--- config.mk ---
export PLATFORM = sky130hd
export DESIGN_NAME = instruction_fetch_pipeline
export DESIGN_NICKNAME = d
export VERILOG_FILES = /design/src/phase_gen.v /design/src/instruction_fetch_pipeline.v
export VERILOG_INCLUDE_DIRS = /design/src
export SDC_FILE = /design/constraint.sdc
export NUM_CORES = 1
export LEC_CHECK = 0
export ABC_CLOCK_PERIOD_IN_PS = 2700
export BUFFER_PORTS_ARGS = -buffer_cell sky130_fd_sc_hd__buf_4
export CAP_MARGIN = 15
export CORE_ASPECT_RATIO = 1.1
export CORE_UTILIZATION = 53
export DETAILED_ROUTE_END_ITERATION = 8
export GPL_ROUTABILITY_DRIVEN = 0
export PLACE_DENSITY = 0.88
export SYNTH_ARGS = -nofsm -noshare
export SYNTH_HDL_FRONTEND = slang
export SYNTH_HIERARCHICAL = 1
export SYNTH_SLANG_ARGS = --single-unit
export TNS_END_PERCENT = 20
--- constraint.sdc ---
create_clock -name core_clk_i -period 2.7 [get_ports core_clk_i]
set_input_delay 0.54 -clock core_clk_i [delete_from_list [all_inputs] [get_ports core_clk_i]]
set_output_delay 0.54 -clock core_clk_i [all_outputs]
set_load 0.02 [all_outputs]
--- src/fetch_consts.vh ---
`ifndef FETCH_CONSTS_VH
`define FETCH_CONSTS_VH
// =====================================
// Phase codes
`define PH_ONE 2'h0
`define PH_TWO 2'h1
`define PH_THREE 2'h2
`define PH_FOUR 2'h3
// =====================================
// Program space
`define PC_W 13
`define IMPL_AW 12
`define WORD_W 14
`define RESET_VEC 13'h0000
`define INT_VEC 13'h0004
`define VEC_LAST 12'h004
`define PAGE0_LAST 12'h7ff
`define PAGE1_FIRST 12'h800
`define PAGE1_LAST 12'hfbf
`define CAL_FIRST 12'hfc0
`define NOP_WORD 14'h0000
`endif

--- src/phase_gen.v ---
`default_nettype none
`include "fetch_consts.vh"
// =====================================
// Quarter-rate phase sequencer
module phase_gen (
    input wire core_clk_i,
    input wire arst_n_i,
    input wire run_i,
    output reg [1:0] phase_o
);
    always @(posedge core_clk_i or negedge arst_n_i) begin
        if (!arst_n_i) begin
            phase_o <= `PH_ONE;
        end else if (!run_i) begin
            phase_o <= `PH_ONE;
        end else begin
            phase_o <= phase_o + 2'h1;
        end
    end
endmodule // phase_gen
`default_nettype wire

--- src/instruction_fetch_pipeline.v ---
`default_nettype none
`include "fetch_consts.vh"
// Overview of operation
// - The input clock is divided by four into four non-overlapping phases in fixed order.
// - The program counter advances by one in phase one, starting the next fetch.
// - The program word is captured into the holding register in phase four.
// - Fetch of one word overlaps the execution of the previous one.
// - The latched word is decoded and executed over phases two to four.
// - Operand read strobes in phase two, result write strobes in phase four.
// - A flow change takes two cycles, flushing the prefetched word.
// - Non-branching instructions complete at one per instruction cycle.
// - The program counter is 13 bits wide over an 8K-word space.
// - Only the low 4K words exist and higher addresses wrap onto them.
// - Reset starts at word zero and an interrupt loads word four.
// - The top 64 words hold calibration data and are never executed.
// - Code lives in page zero after the vectors and page one below calibration.
// - The core is held in reset while the external reset is low.
// - Oscillator input pin is a pulled-up interrupt input or the crystal input.
// - Oscillator output pin is a general output or the clock output.
module instruction_fetch_pipeline (
    input wire core_clk_i,
    input wire arst_n_i,
    input wire external_reset_n_i,
    input wire crystal_osc_mode_i,
    input wire oscillator_in_pin_i,
    input wire gp_out_i,
    input wire irq_req_i,
    input wire branch_i,
    input wire [12:0] branch_target_i,
    input wire [13:0] prog_data_i,
    output reg [11:0] prog_addr_o,
    output reg prog_rd_o,
    output reg [13:0] instruction_latch_o,
    output reg exec_valid_o,
    output reg [12:0] pc_o,
    output reg phase_one_o,
    output reg phase_two_o,
    output reg phase_three_o,
    output reg phase_four_o,
    output reg operand_rd_o,
    output reg result_wr_o,
    output reg oscillator_out_pin_o,
    output reg osc_pin_irq_o,
    output reg osc_pin_pullup_o,
    output reg cal_fetch_o,
    output reg [1:0] code_region_o
);
// =====================================
// Pin synchronisers
    reg rst_s1_q, rst_s2_q, xtal_s1_q, xtal_s2_q, pin_s1_q, pin_s2_q, pin_last_q;
    always @(posedge core_clk_i or negedge arst_n_i) begin
        if (!arst_n_i) begin
            rst_s1_q <= 1'b0;
            rst_s2_q <= 1'b0;
            xtal_s1_q <= 1'b0;
            xtal_s2_q <= 1'b0;
            pin_s1_q <= 1'b1;
            pin_s2_q <= 1'b1;
        end else begin
            rst_s1_q <= external_reset_n_i;
            rst_s2_q <= rst_s1_q;
            xtal_s1_q <= crystal_osc_mode_i;
            xtal_s2_q <= xtal_s1_q;
            pin_s1_q <= oscillator_in_pin_i;
            pin_s2_q <= pin_s1_q;
        end
    end
    wire run = rst_s2_q;
// =====================================
// Phases
    wire [1:0] phase;
    phase_gen u_phase (
        .core_clk_i(core_clk_i),
        .arst_n_i(arst_n_i),
        .run_i(run),
        .phase_o(phase)
    );
    wire ph1 = run && (phase == `PH_ONE);
    wire ph2 = run && (phase == `PH_TWO);
    wire ph4 = run && (phase == `PH_FOUR);
// =====================================
// Address map helpers
    function [11:0] wrap_addr;
        input [12:0] a;
        begin
            wrap_addr = a[11:0];
        end
    endfunction
    function [1:0] region_of;
        input [11:0] a;
        begin
            if (a <= `VEC_LAST) region_of = 2'h0;
            else if (a <= `PAGE0_LAST) region_of = 2'h1;
            else if (a <= `PAGE1_LAST) region_of = 2'h2;
            else region_of = 2'h3;
        end
    endfunction
// =====================================
// Fetch and execute pipeline
    reg [12:0] pc_q;
    reg [13:0] fetch_q;
    reg fetch_ok_q;
    reg first_q;
    reg [12:0] next_pc_d;
    wire cal_now = (region_of(wrap_addr(pc_q)) == 2'h3);
    always @* begin
        if (irq_req_i) next_pc_d = `INT_VEC;
        else if (branch_i) next_pc_d = branch_target_i;
        else next_pc_d = pc_q + 13'h0001;
    end
    always @(posedge core_clk_i or negedge arst_n_i) begin
        if (!arst_n_i) begin
            pc_q <= `RESET_VEC;
            fetch_q <= `NOP_WORD;
            fetch_ok_q <= 1'b0;
            first_q <= 1'b1;
            instruction_latch_o <= `NOP_WORD;
            exec_valid_o <= 1'b0;
        end else if (!run) begin
            pc_q <= `RESET_VEC;
            fetch_ok_q <= 1'b0;
            first_q <= 1'b1;
            exec_valid_o <= 1'b0;
        end else begin
            if (ph1) begin
                // Prefetched word moves to execute stage
                instruction_latch_o <= fetch_q;
                // Word prefetched behind a flow change is dropped, target runs next
                exec_valid_o <= fetch_ok_q && !irq_req_i && !branch_i;
                // First cycle after reset fetches word zero itself
                if (first_q) begin
                    first_q <= 1'b0;
                end else begin
                    pc_q <= next_pc_d;
                end
            end
            if (ph4) begin
                fetch_q <= prog_data_i;
                // Calibration words never become instructions
                fetch_ok_q <= !cal_now;
            end
        end
    end
// =====================================
// Output registers
    always @(posedge core_clk_i or negedge arst_n_i) begin
        if (!arst_n_i) begin
            prog_addr_o <= 12'h000;
            prog_rd_o <= 1'b0;
            pc_o <= `RESET_VEC;
            phase_one_o <= 1'b0;
            phase_two_o <= 1'b0;
            phase_three_o <= 1'b0;
            phase_four_o <= 1'b0;
            operand_rd_o <= 1'b0;
            result_wr_o <= 1'b0;
            oscillator_out_pin_o <= 1'b0;
            osc_pin_irq_o <= 1'b0;
            osc_pin_pullup_o <= 1'b0;
            pin_last_q <= 1'b1;
            cal_fetch_o <= 1'b0;
            code_region_o <= 2'h0;
        end else begin
            prog_addr_o <= wrap_addr(pc_q);
            prog_rd_o <= run;
            pc_o <= pc_q;
            // Registered copies lag the phase count by one clock
            phase_one_o <= ph1;
            phase_two_o <= ph2;
            phase_three_o <= run && (phase == `PH_THREE);
            phase_four_o <= ph4;
            operand_rd_o <= ph2 && exec_valid_o;
            result_wr_o <= ph4 && exec_valid_o;
            // Clock out is high for phases one and two
            oscillator_out_pin_o <= xtal_s2_q ? (ph1 || ph2) : gp_out_i;
            osc_pin_pullup_o <= !xtal_s2_q;
            pin_last_q <= pin_s2_q;
            // Falling edge, as from a button to ground
            osc_pin_irq_o <= !xtal_s2_q && pin_last_q && !pin_s2_q;
            cal_fetch_o <= cal_now;
            code_region_o <= region_of(wrap_addr(pc_q));
        end
    end
endmodule // instruction_fetch_pipeline
`default_nettype wire

Yosys cells after proc, flatten, opt, wreduce, memory -nomap -nowiden. Index checks and enable logic that the tools add are counted.

Add/sub/neg operators: 2. Order comparisons: 3. Eq/ne operators: 7. Muxes and demuxes: 16. Reduce and logical (&&, ||, !) cells: 20.

Operators by type and width (count): $mux W13 (5); $add A13 B1 Y13 const B (1); $le A12 B11 Y1 const B (1); $le A12 B12 Y1 const B (1); $le A12 B3 Y1 const B (1); $logic_and A1 B1 Y1 (10); $mux W1 (8); $eq A2 B2 Y1 const B (3); $mux W2 (3); $reduce_and A2 Y1 (3); $logic_not A1 Y1 (5); $ne A2 B1 Y1 const B (2); $add A2 B1 Y2 const B (1); $eq A2 B1 Y1 const B (1); $logic_not A2 Y1 (1); $ne A2 B2 Y1 const B (1); $logic_or A1 B1 Y1 (1).

Register bits after elaboration: 91. Bits of input ports: 35. Output and inout bits: 53. Word-level logic and storage cells: 76.

Longest topological paths before layout.
Word-level depth: 8. Depth in mapped cells: 5. Gate-level depth less buffers: 5.

Hierarchy. Netlist, hierarchy kept.

By module, submodules not included: instruction_fetch_pipeline (times used 1, cells each 240, area each 3108.0 sq um, sequential area each 1931.9 sq um); phase_gen (times used 1, cells each 5, area each 73.8 sq um, sequential area each 50.0 sq um).

Least setup slack after synthesis. No wires, ideal clock.

Path type: flip-flop to flip-flop. Start: reg rst_s2_q. End: reg instruction_latch_o[10]. Setup time: 125 ps. Data arrival time: 1428 ps. Required time: 2575 ps. Setup slack: 1147 ps. Stages on the path, launching flop included: 6. Path buffers: 2. Clock period less this slack: 1553 ps. Cells stage by stage: dfrtp_1 buf_4 inv_1 nor3_4 buf_4 mux2_2.

Word-level cells in the longest chain between the ends: 2.

RTL lines: start, declared (RTL line instruction_fetch_pipeline.v:50) `reg rst_s1_q, rst_s2_q, xtal_s1_q, xtal_s2_q, pin_s1_q, pin_s2_q, pin_last_q;`; start signal, assigned (RTL line instruction_fetch_pipeline.v:61) `rst_s2_q <= rst_s1_q;`; $logic_and A1 B1 Y1 (RTL line instruction_fetch_pipeline.v:78) `` wire ph1 = run && (phase == `PH_ONE); ``; via ph1 (RTL line instruction_fetch_pipeline.v:78); $reduce_and A2 Y1 (no source line); end signal, assigned (RTL line instruction_fetch_pipeline.v:117) `` instruction_latch_o <= `NOP_WORD; ``; end signal, assigned (RTL line instruction_fetch_pipeline.v:127) `instruction_latch_o <= fetch_q;`; end, declared (RTL line instruction_fetch_pipeline.v:33) `output reg [13:0] instruction_latch_o,`.

The timed path passes the listed nets, and every way through them passes these cells. A chain may end at the register's enable or synchronous reset.

Final worst setup path.
Start: reg rst_s2_q. End: reg instruction_latch_o[9].

Word-level cells in the longest chain between the ends: 2.

RTL lines (RTL line): $logic_and A1 B1 Y1 (instruction_fetch_pipeline.v:78); $reduce_and A2 Y1 (no source line) (*).

Mark *: on every way between the ends. The rest lies on a longest branch, timed or not.

==> impl_results.html <==
<table>
<tr><th>Metric</th><th>Value</th></tr>
<tr><th colspan="2">Cells and area</th></tr>
<tr><td>Most common cell after layout, fill and taps aside</td><td>buf_4</td></tr>
<tr><td>Diodes inserted</td><td>0</td></tr>
<tr><td>Multi-input combinational cell area</td><td>0.00102 mm²</td></tr>
<tr><td>Net count reported at finish</td><td>358</td></tr>
<tr><td>Fill count</td><td>404</td></tr>
<tr><td>Synth-to-Final Area Change</td><td>24.9%</td></tr>
<tr><td>Sequential Area</td><td>0.00198 mm²</td></tr>
<tr><td>Fraction of final layout cells with drive strength greater than 1</td><td>44.2%</td></tr>
<tr><td>Design Area, Final</td><td>0.00398 mm²</td></tr>
<tr><td>Final standard cell utilization of the core</td><td>68.9%</td></tr>
<tr><td>Highest-count cells in the layout ignoring fill and taps</td><td>87 x buf_4, 75 x dfrtp_1, 30 x mux2_2, 14 x nand2_1, 14 x o21ai_0</td></tr>
<tr><th colspan="2">Synth</th></tr>
<tr><td>Largest cells by area after synthesis</td><td>dfrtp_1 59%, mux2_2 11%, buf_4 3.5%, dfstp_2 3.3%, o21ai_0 2.2%</td></tr>
<tr><td>Share of async-settable or async-resettable flops after synthesis</td><td>100%</td></tr>
<tr><td>Cell variety after synth</td><td>45</td></tr>
<tr><td>Number of nets in the synthesized netlist</td><td>282</td></tr>
<tr><td>Post-synth top area share</td><td>59.0%</td></tr>
<tr><td>Number of synthesized flops with an enable pin</td><td>0</td></tr>
<tr><td>Portion of the post-synthesis area used by sequential elements</td><td>62.3%</td></tr>
<tr><td>Total number of yosys warnings</td><td>6</td></tr>
<tr><td>Mapped cell area</td><td>0.00318 mm²</td></tr>
<tr><td>Average footprint of a synthesized cell</td><td>13.0 µm²</td></tr>
<tr><td>Top flip-flop cell by instance count after synthesis</td><td>dfrtp_1</td></tr>
<tr><td>Cell count after synthesis</td><td>245</td></tr>
<tr><td>Synthesis-stage register bit count</td><td>79</td></tr>
<tr><td>Cell type with the largest total area after synthesis</td><td>dfrtp_1</td></tr>
<tr><th colspan="2">Drt</th></tr>
<tr><td>Post-route DRC violation count</td><td>0</td></tr>
<tr><td>WL per Instance</td><td>16.2 µm</td></tr>
<tr><td>First-iteration detailed-routing DRC count</td><td>121</td></tr>
<tr><td>Total number of vias</td><td>2,207</td></tr>
<tr><td>Post-detailed-route via-to-cell ratio</td><td>5.48</td></tr>
<tr><td>Routed Wire Length</td><td>6.53 mm</td></tr>
<tr><td>Iteration count of the initial detailed-routing pass</td><td>4</td></tr>
<tr><td>Antenna Nets Post-Route</td><td>0</td></tr>
<tr><th colspan="2">Min path</th></tr>
<tr><td>Hold WC Path Type</td><td>input pin to register</td></tr>
<tr><th colspan="2">STA</th></tr>
<tr><td>Highest achievable clock rate</td><td>507 MHz</td></tr>
<tr><td>Unrepaired setup endpoints after global routing</td><td>no</td></tr>
<tr><td>Worst Max-Slew Pin Slew</td><td>0.936 ns</td></tr>
<tr><td>Hold Violations, Final</td><td>0</td></tr>
<tr><td>Worst relative slew slack</td><td>37.6%</td></tr>
<tr><td>Final cycle utilization of the critical path</td><td>73.0%</td></tr>
<tr><td>Total Neg Setup Slack</td><td>0 ns</td></tr>
<tr><td>Worst-case clock skew</td><td>0.0100 ns</td></tr>
<tr><td>Shortest period the worst path allows</td><td>1.97 ns</td></tr>
<tr><td>Final setup violation count</td><td>0</td></tr>
<tr><td>Count of final max-slew check failures</td><td>0</td></tr>
<tr><th colspan="2">Floorplanning</th></tr>
<tr><td>Die height</td><td>83.3 µm</td></tr>
<tr><td>Cell row count</td><td>29</td></tr>
<tr><td>Core Area</td><td>0.00577 mm²</td></tr>
<tr><td>Horizontal die dimension</td><td>75.9 µm</td></tr>
<tr><td>Initial Utilization</td><td>55.2%</td></tr>
<tr><td>Io pins</td><td>88</td></tr>
<tr><td>DIE AREA</td><td>0.00632 mm²</td></tr>
<tr><th colspan="2">Critical path</th></tr>
<tr><td>Top fanout value on the critical path</td><td>15</td></tr>
<tr><td>Kind of launch point of the worst setup path</td><td>register</td></tr>
<tr><td>Path type of the worst setup path</td><td>register to register</td></tr>
<tr><td>Worst endpoint required time</td><td>2.93 ns</td></tr>
<tr><td>Critical-path cell list</td><td>inv_1 -&gt; nor3_4 -&gt; mux2_2</td></tr>
<tr><td>Worst-path cell with the longest stage delay</td><td>nor3_4</td></tr>
<tr><td>Worst setup slack for register-to-register paths</td><td>0.73 ns</td></tr>
<tr><td>Worst Setup End Kind</td><td>register</td></tr>
<tr><td>Maximum cell stage delay along the critical path</td><td>0.63 ns</td></tr>
<tr><td>Endpoint arrival time on the critical path</td><td>2.20 ns</td></tr>
<tr><th colspan="2">Power</th></tr>
<tr><td>P_leak</td><td>1.87 nW</td></tr>
<tr><td>Fraction of power spent switching nets</td><td>28.9%</td></tr>
<tr><td>Clock network fraction of total power</td><td>27.4%</td></tr>
<tr><td>Sequential group share of total power</td><td>50.3%</td></tr>
<tr><td>Pwr per Cell Area</td><td>767 mW/mm²</td></tr>
<tr><td>Logic pwr share</td><td>22.3%</td></tr>
<tr><td>Worst voltage drop across the vdd grid</td><td>0.561 mV</td></tr>
<tr><td>Internal Pwr Total</td><td>0.00217 W</td></tr>
<tr><td>Power spent charging and discharging nets</td><td>0.000882 W</td></tr>
<tr><th colspan="2">Flow run</th></tr>
<tr><td>Max cap viols</td><td>0</td></tr>
<tr><th colspan="2">Global route</th></tr>
<tr><td>Antenna violations before repair</td><td>0</td></tr>
<tr><td>First-pass GRT wire length</td><td>10.4 mm</td></tr>
<tr><td>All-layer global routing usage</td><td>22.5%</td></tr>
<tr><td>Number of global-route vias before repair</td><td>2,132</td></tr>
<tr><td>Pin count of the biggest net entering global routing</td><td>80</td></tr>
<tr><td>Final global-route overflow total</td><td>0</td></tr>
<tr><th colspan="2">Place</th></tr>
<tr><td>Post-detailed-placement half-perimeter wirelength</td><td>4.51 mm</td></tr>
<tr><td>IO Port Bufs</td><td>87</td></tr>
<tr><td>Post-Place Cell Area</td><td>0.00379 mm²</td></tr>
<tr><th colspan="2">Clock tree</th></tr>
<tr><td>Cts bufs inserted</td><td>9</td></tr>
<tr><td>Clock latency of the later-clocked register in the worst-skew pair</td><td>0.35 ns</td></tr>
<tr><td>Clock input transition at the sequential cells of the worst setup and hold paths</td><td>0.08 ns</td></tr>
<tr><td>Clock tree from TritonCTS</td><td>done</td></tr>
<tr><td>Cell at the root of the clock tree</td><td>clkbuf_8</td></tr>
<tr><td>Worst-case clock buffer depth</td><td>2</td></tr>
<tr><td>Count of buffers added by post-CTS timing repair for setup</td><td>0</td></tr>
<tr><td>H-tree Lvls</td><td>3</td></tr>
<tr><td>Post-cts resize count</td><td>0</td></tr>
<tr><td>Count of hold buffers inserted by post-cts repair</td><td>0</td></tr>
<tr><td>Clock sinks</td><td>79</td></tr>
<tr><th colspan="2">Status</th></tr>
<tr><td>Result of the run</td><td>finished, final reports clean</td></tr>
</table>
-- registers in the layout, indices dropped and copies added (netlist names), 2 cells and up --
| signal | count |
|---|---|
| fetch_q | 14 |
| instruction_latch_o | 14 |
| pc_o | 13 |
| pc_q | 13 |
| code_region_o | 2 |
| u_phase/phase_o | 2 |
-- cell families (layout without fill, tap and decap cells) --
group                      Yosys count  in the layout  share of synthesized area, %
DFF                                 79             79                          62.3
and+or+nand+nor                     62             62                          11.6
AOI/OAI and AO/OA                   36             36                          7.55
muxes                               31             31                          10.9
adders and majority gates            2              2                         0.786
xor gates and xnor gates             5              5                          1.38
buffers and inverters               30            111                          5.51
-- synth_stat cells, types with 4 or more instances --
master / number
nand2_1: 14
xnor2_1: 4
buf_2: 4
nor3_1: 4
dfstp_2: 4
nor4_1: 7
a21oi_1: 5
nand3_1: 5
buf_4: 15
o21ai_0: 14
inv_1: 8
and2_1: 4
mux2_2: 30
nor2_1: 10
dfrtp_1: 75
-- stage by stage --
stage	cells	total power, W	hold WS [ns]	setup slack [ns]
finish	403	0.00305	0.298	0.728
global route	403	0.00319	0.284	0.644
CTS	403	0.00307	0.286	0.737
detailed placement	387	0.00224	0.337	0.747
global placement	387	0.00219	0.334	0.809
floorplan	245	0.00191	0.244	1.15
-- critical path: cells and delay by family (launching register included) --
family / cells / cell delay [ns]
AND/OR/NAND/NOR: 1 / 0.63
multiplexers: 1 / 0.41
flip-flops: 1 / 0.57
buffers and inverters: 1 / 0.24
-- layer usage --
| layer | GRT usage, % | part of all wire (%) |
|---|---|---|
| met4 | 10.1 | 2.5 |
| met1 | 30.2 | 41 |
| met5 | 0 | 0 |
| met2 | 34.6 | 50 |
| met3 | 4.98 | 7.2 |
-- area by class of cell --
cell class	count	share of cell area (%)
Sequential cell	79	49.9
Multi-Input combinational cell	136	25.8
Timing Repair Buffer	87	16.4
Clock buffer	10	3.21
Tap cell	77	2.42
Clock inverter	6	1.54
Inverter	8	0.755
-- path summary, 6_finish.rpt --
path / from / end / depth (start not counted)
max in group asynchronous: arst_n_i / pc_q[12] / 1
worst max register to register: rst_s2_q / instruction_latch_o[9] / 3
worst min register to register: xtal_s1_q / xtal_s2_q / 0
worst max-delay path: rst_s2_q / instruction_latch_o[9] / 3
min in group asynchronous: arst_n_i / pc_q[11] / 1
worst min-delay path: crystal_osc_mode_i / xtal_s1_q / 1
-- power by group through the flow --
| stage | clock (W) | sequential, W | combinational [W] |
|---|---|---|---|
| floorplan | 0 | 0.00166 | 0.000253 |
| global placement | 0 | 0.00153 | 0.000658 |
| detailed placement | 0 | 0.00155 | 0.000682 |
| CTS | 0.000850 | 0.00153 | 0.000686 |
| global route | 0.000898 | 0.00156 | 0.000730 |
| finish | 0.000836 | 0.00153 | 0.000679 |
Power figures use the tool's default switching activity.
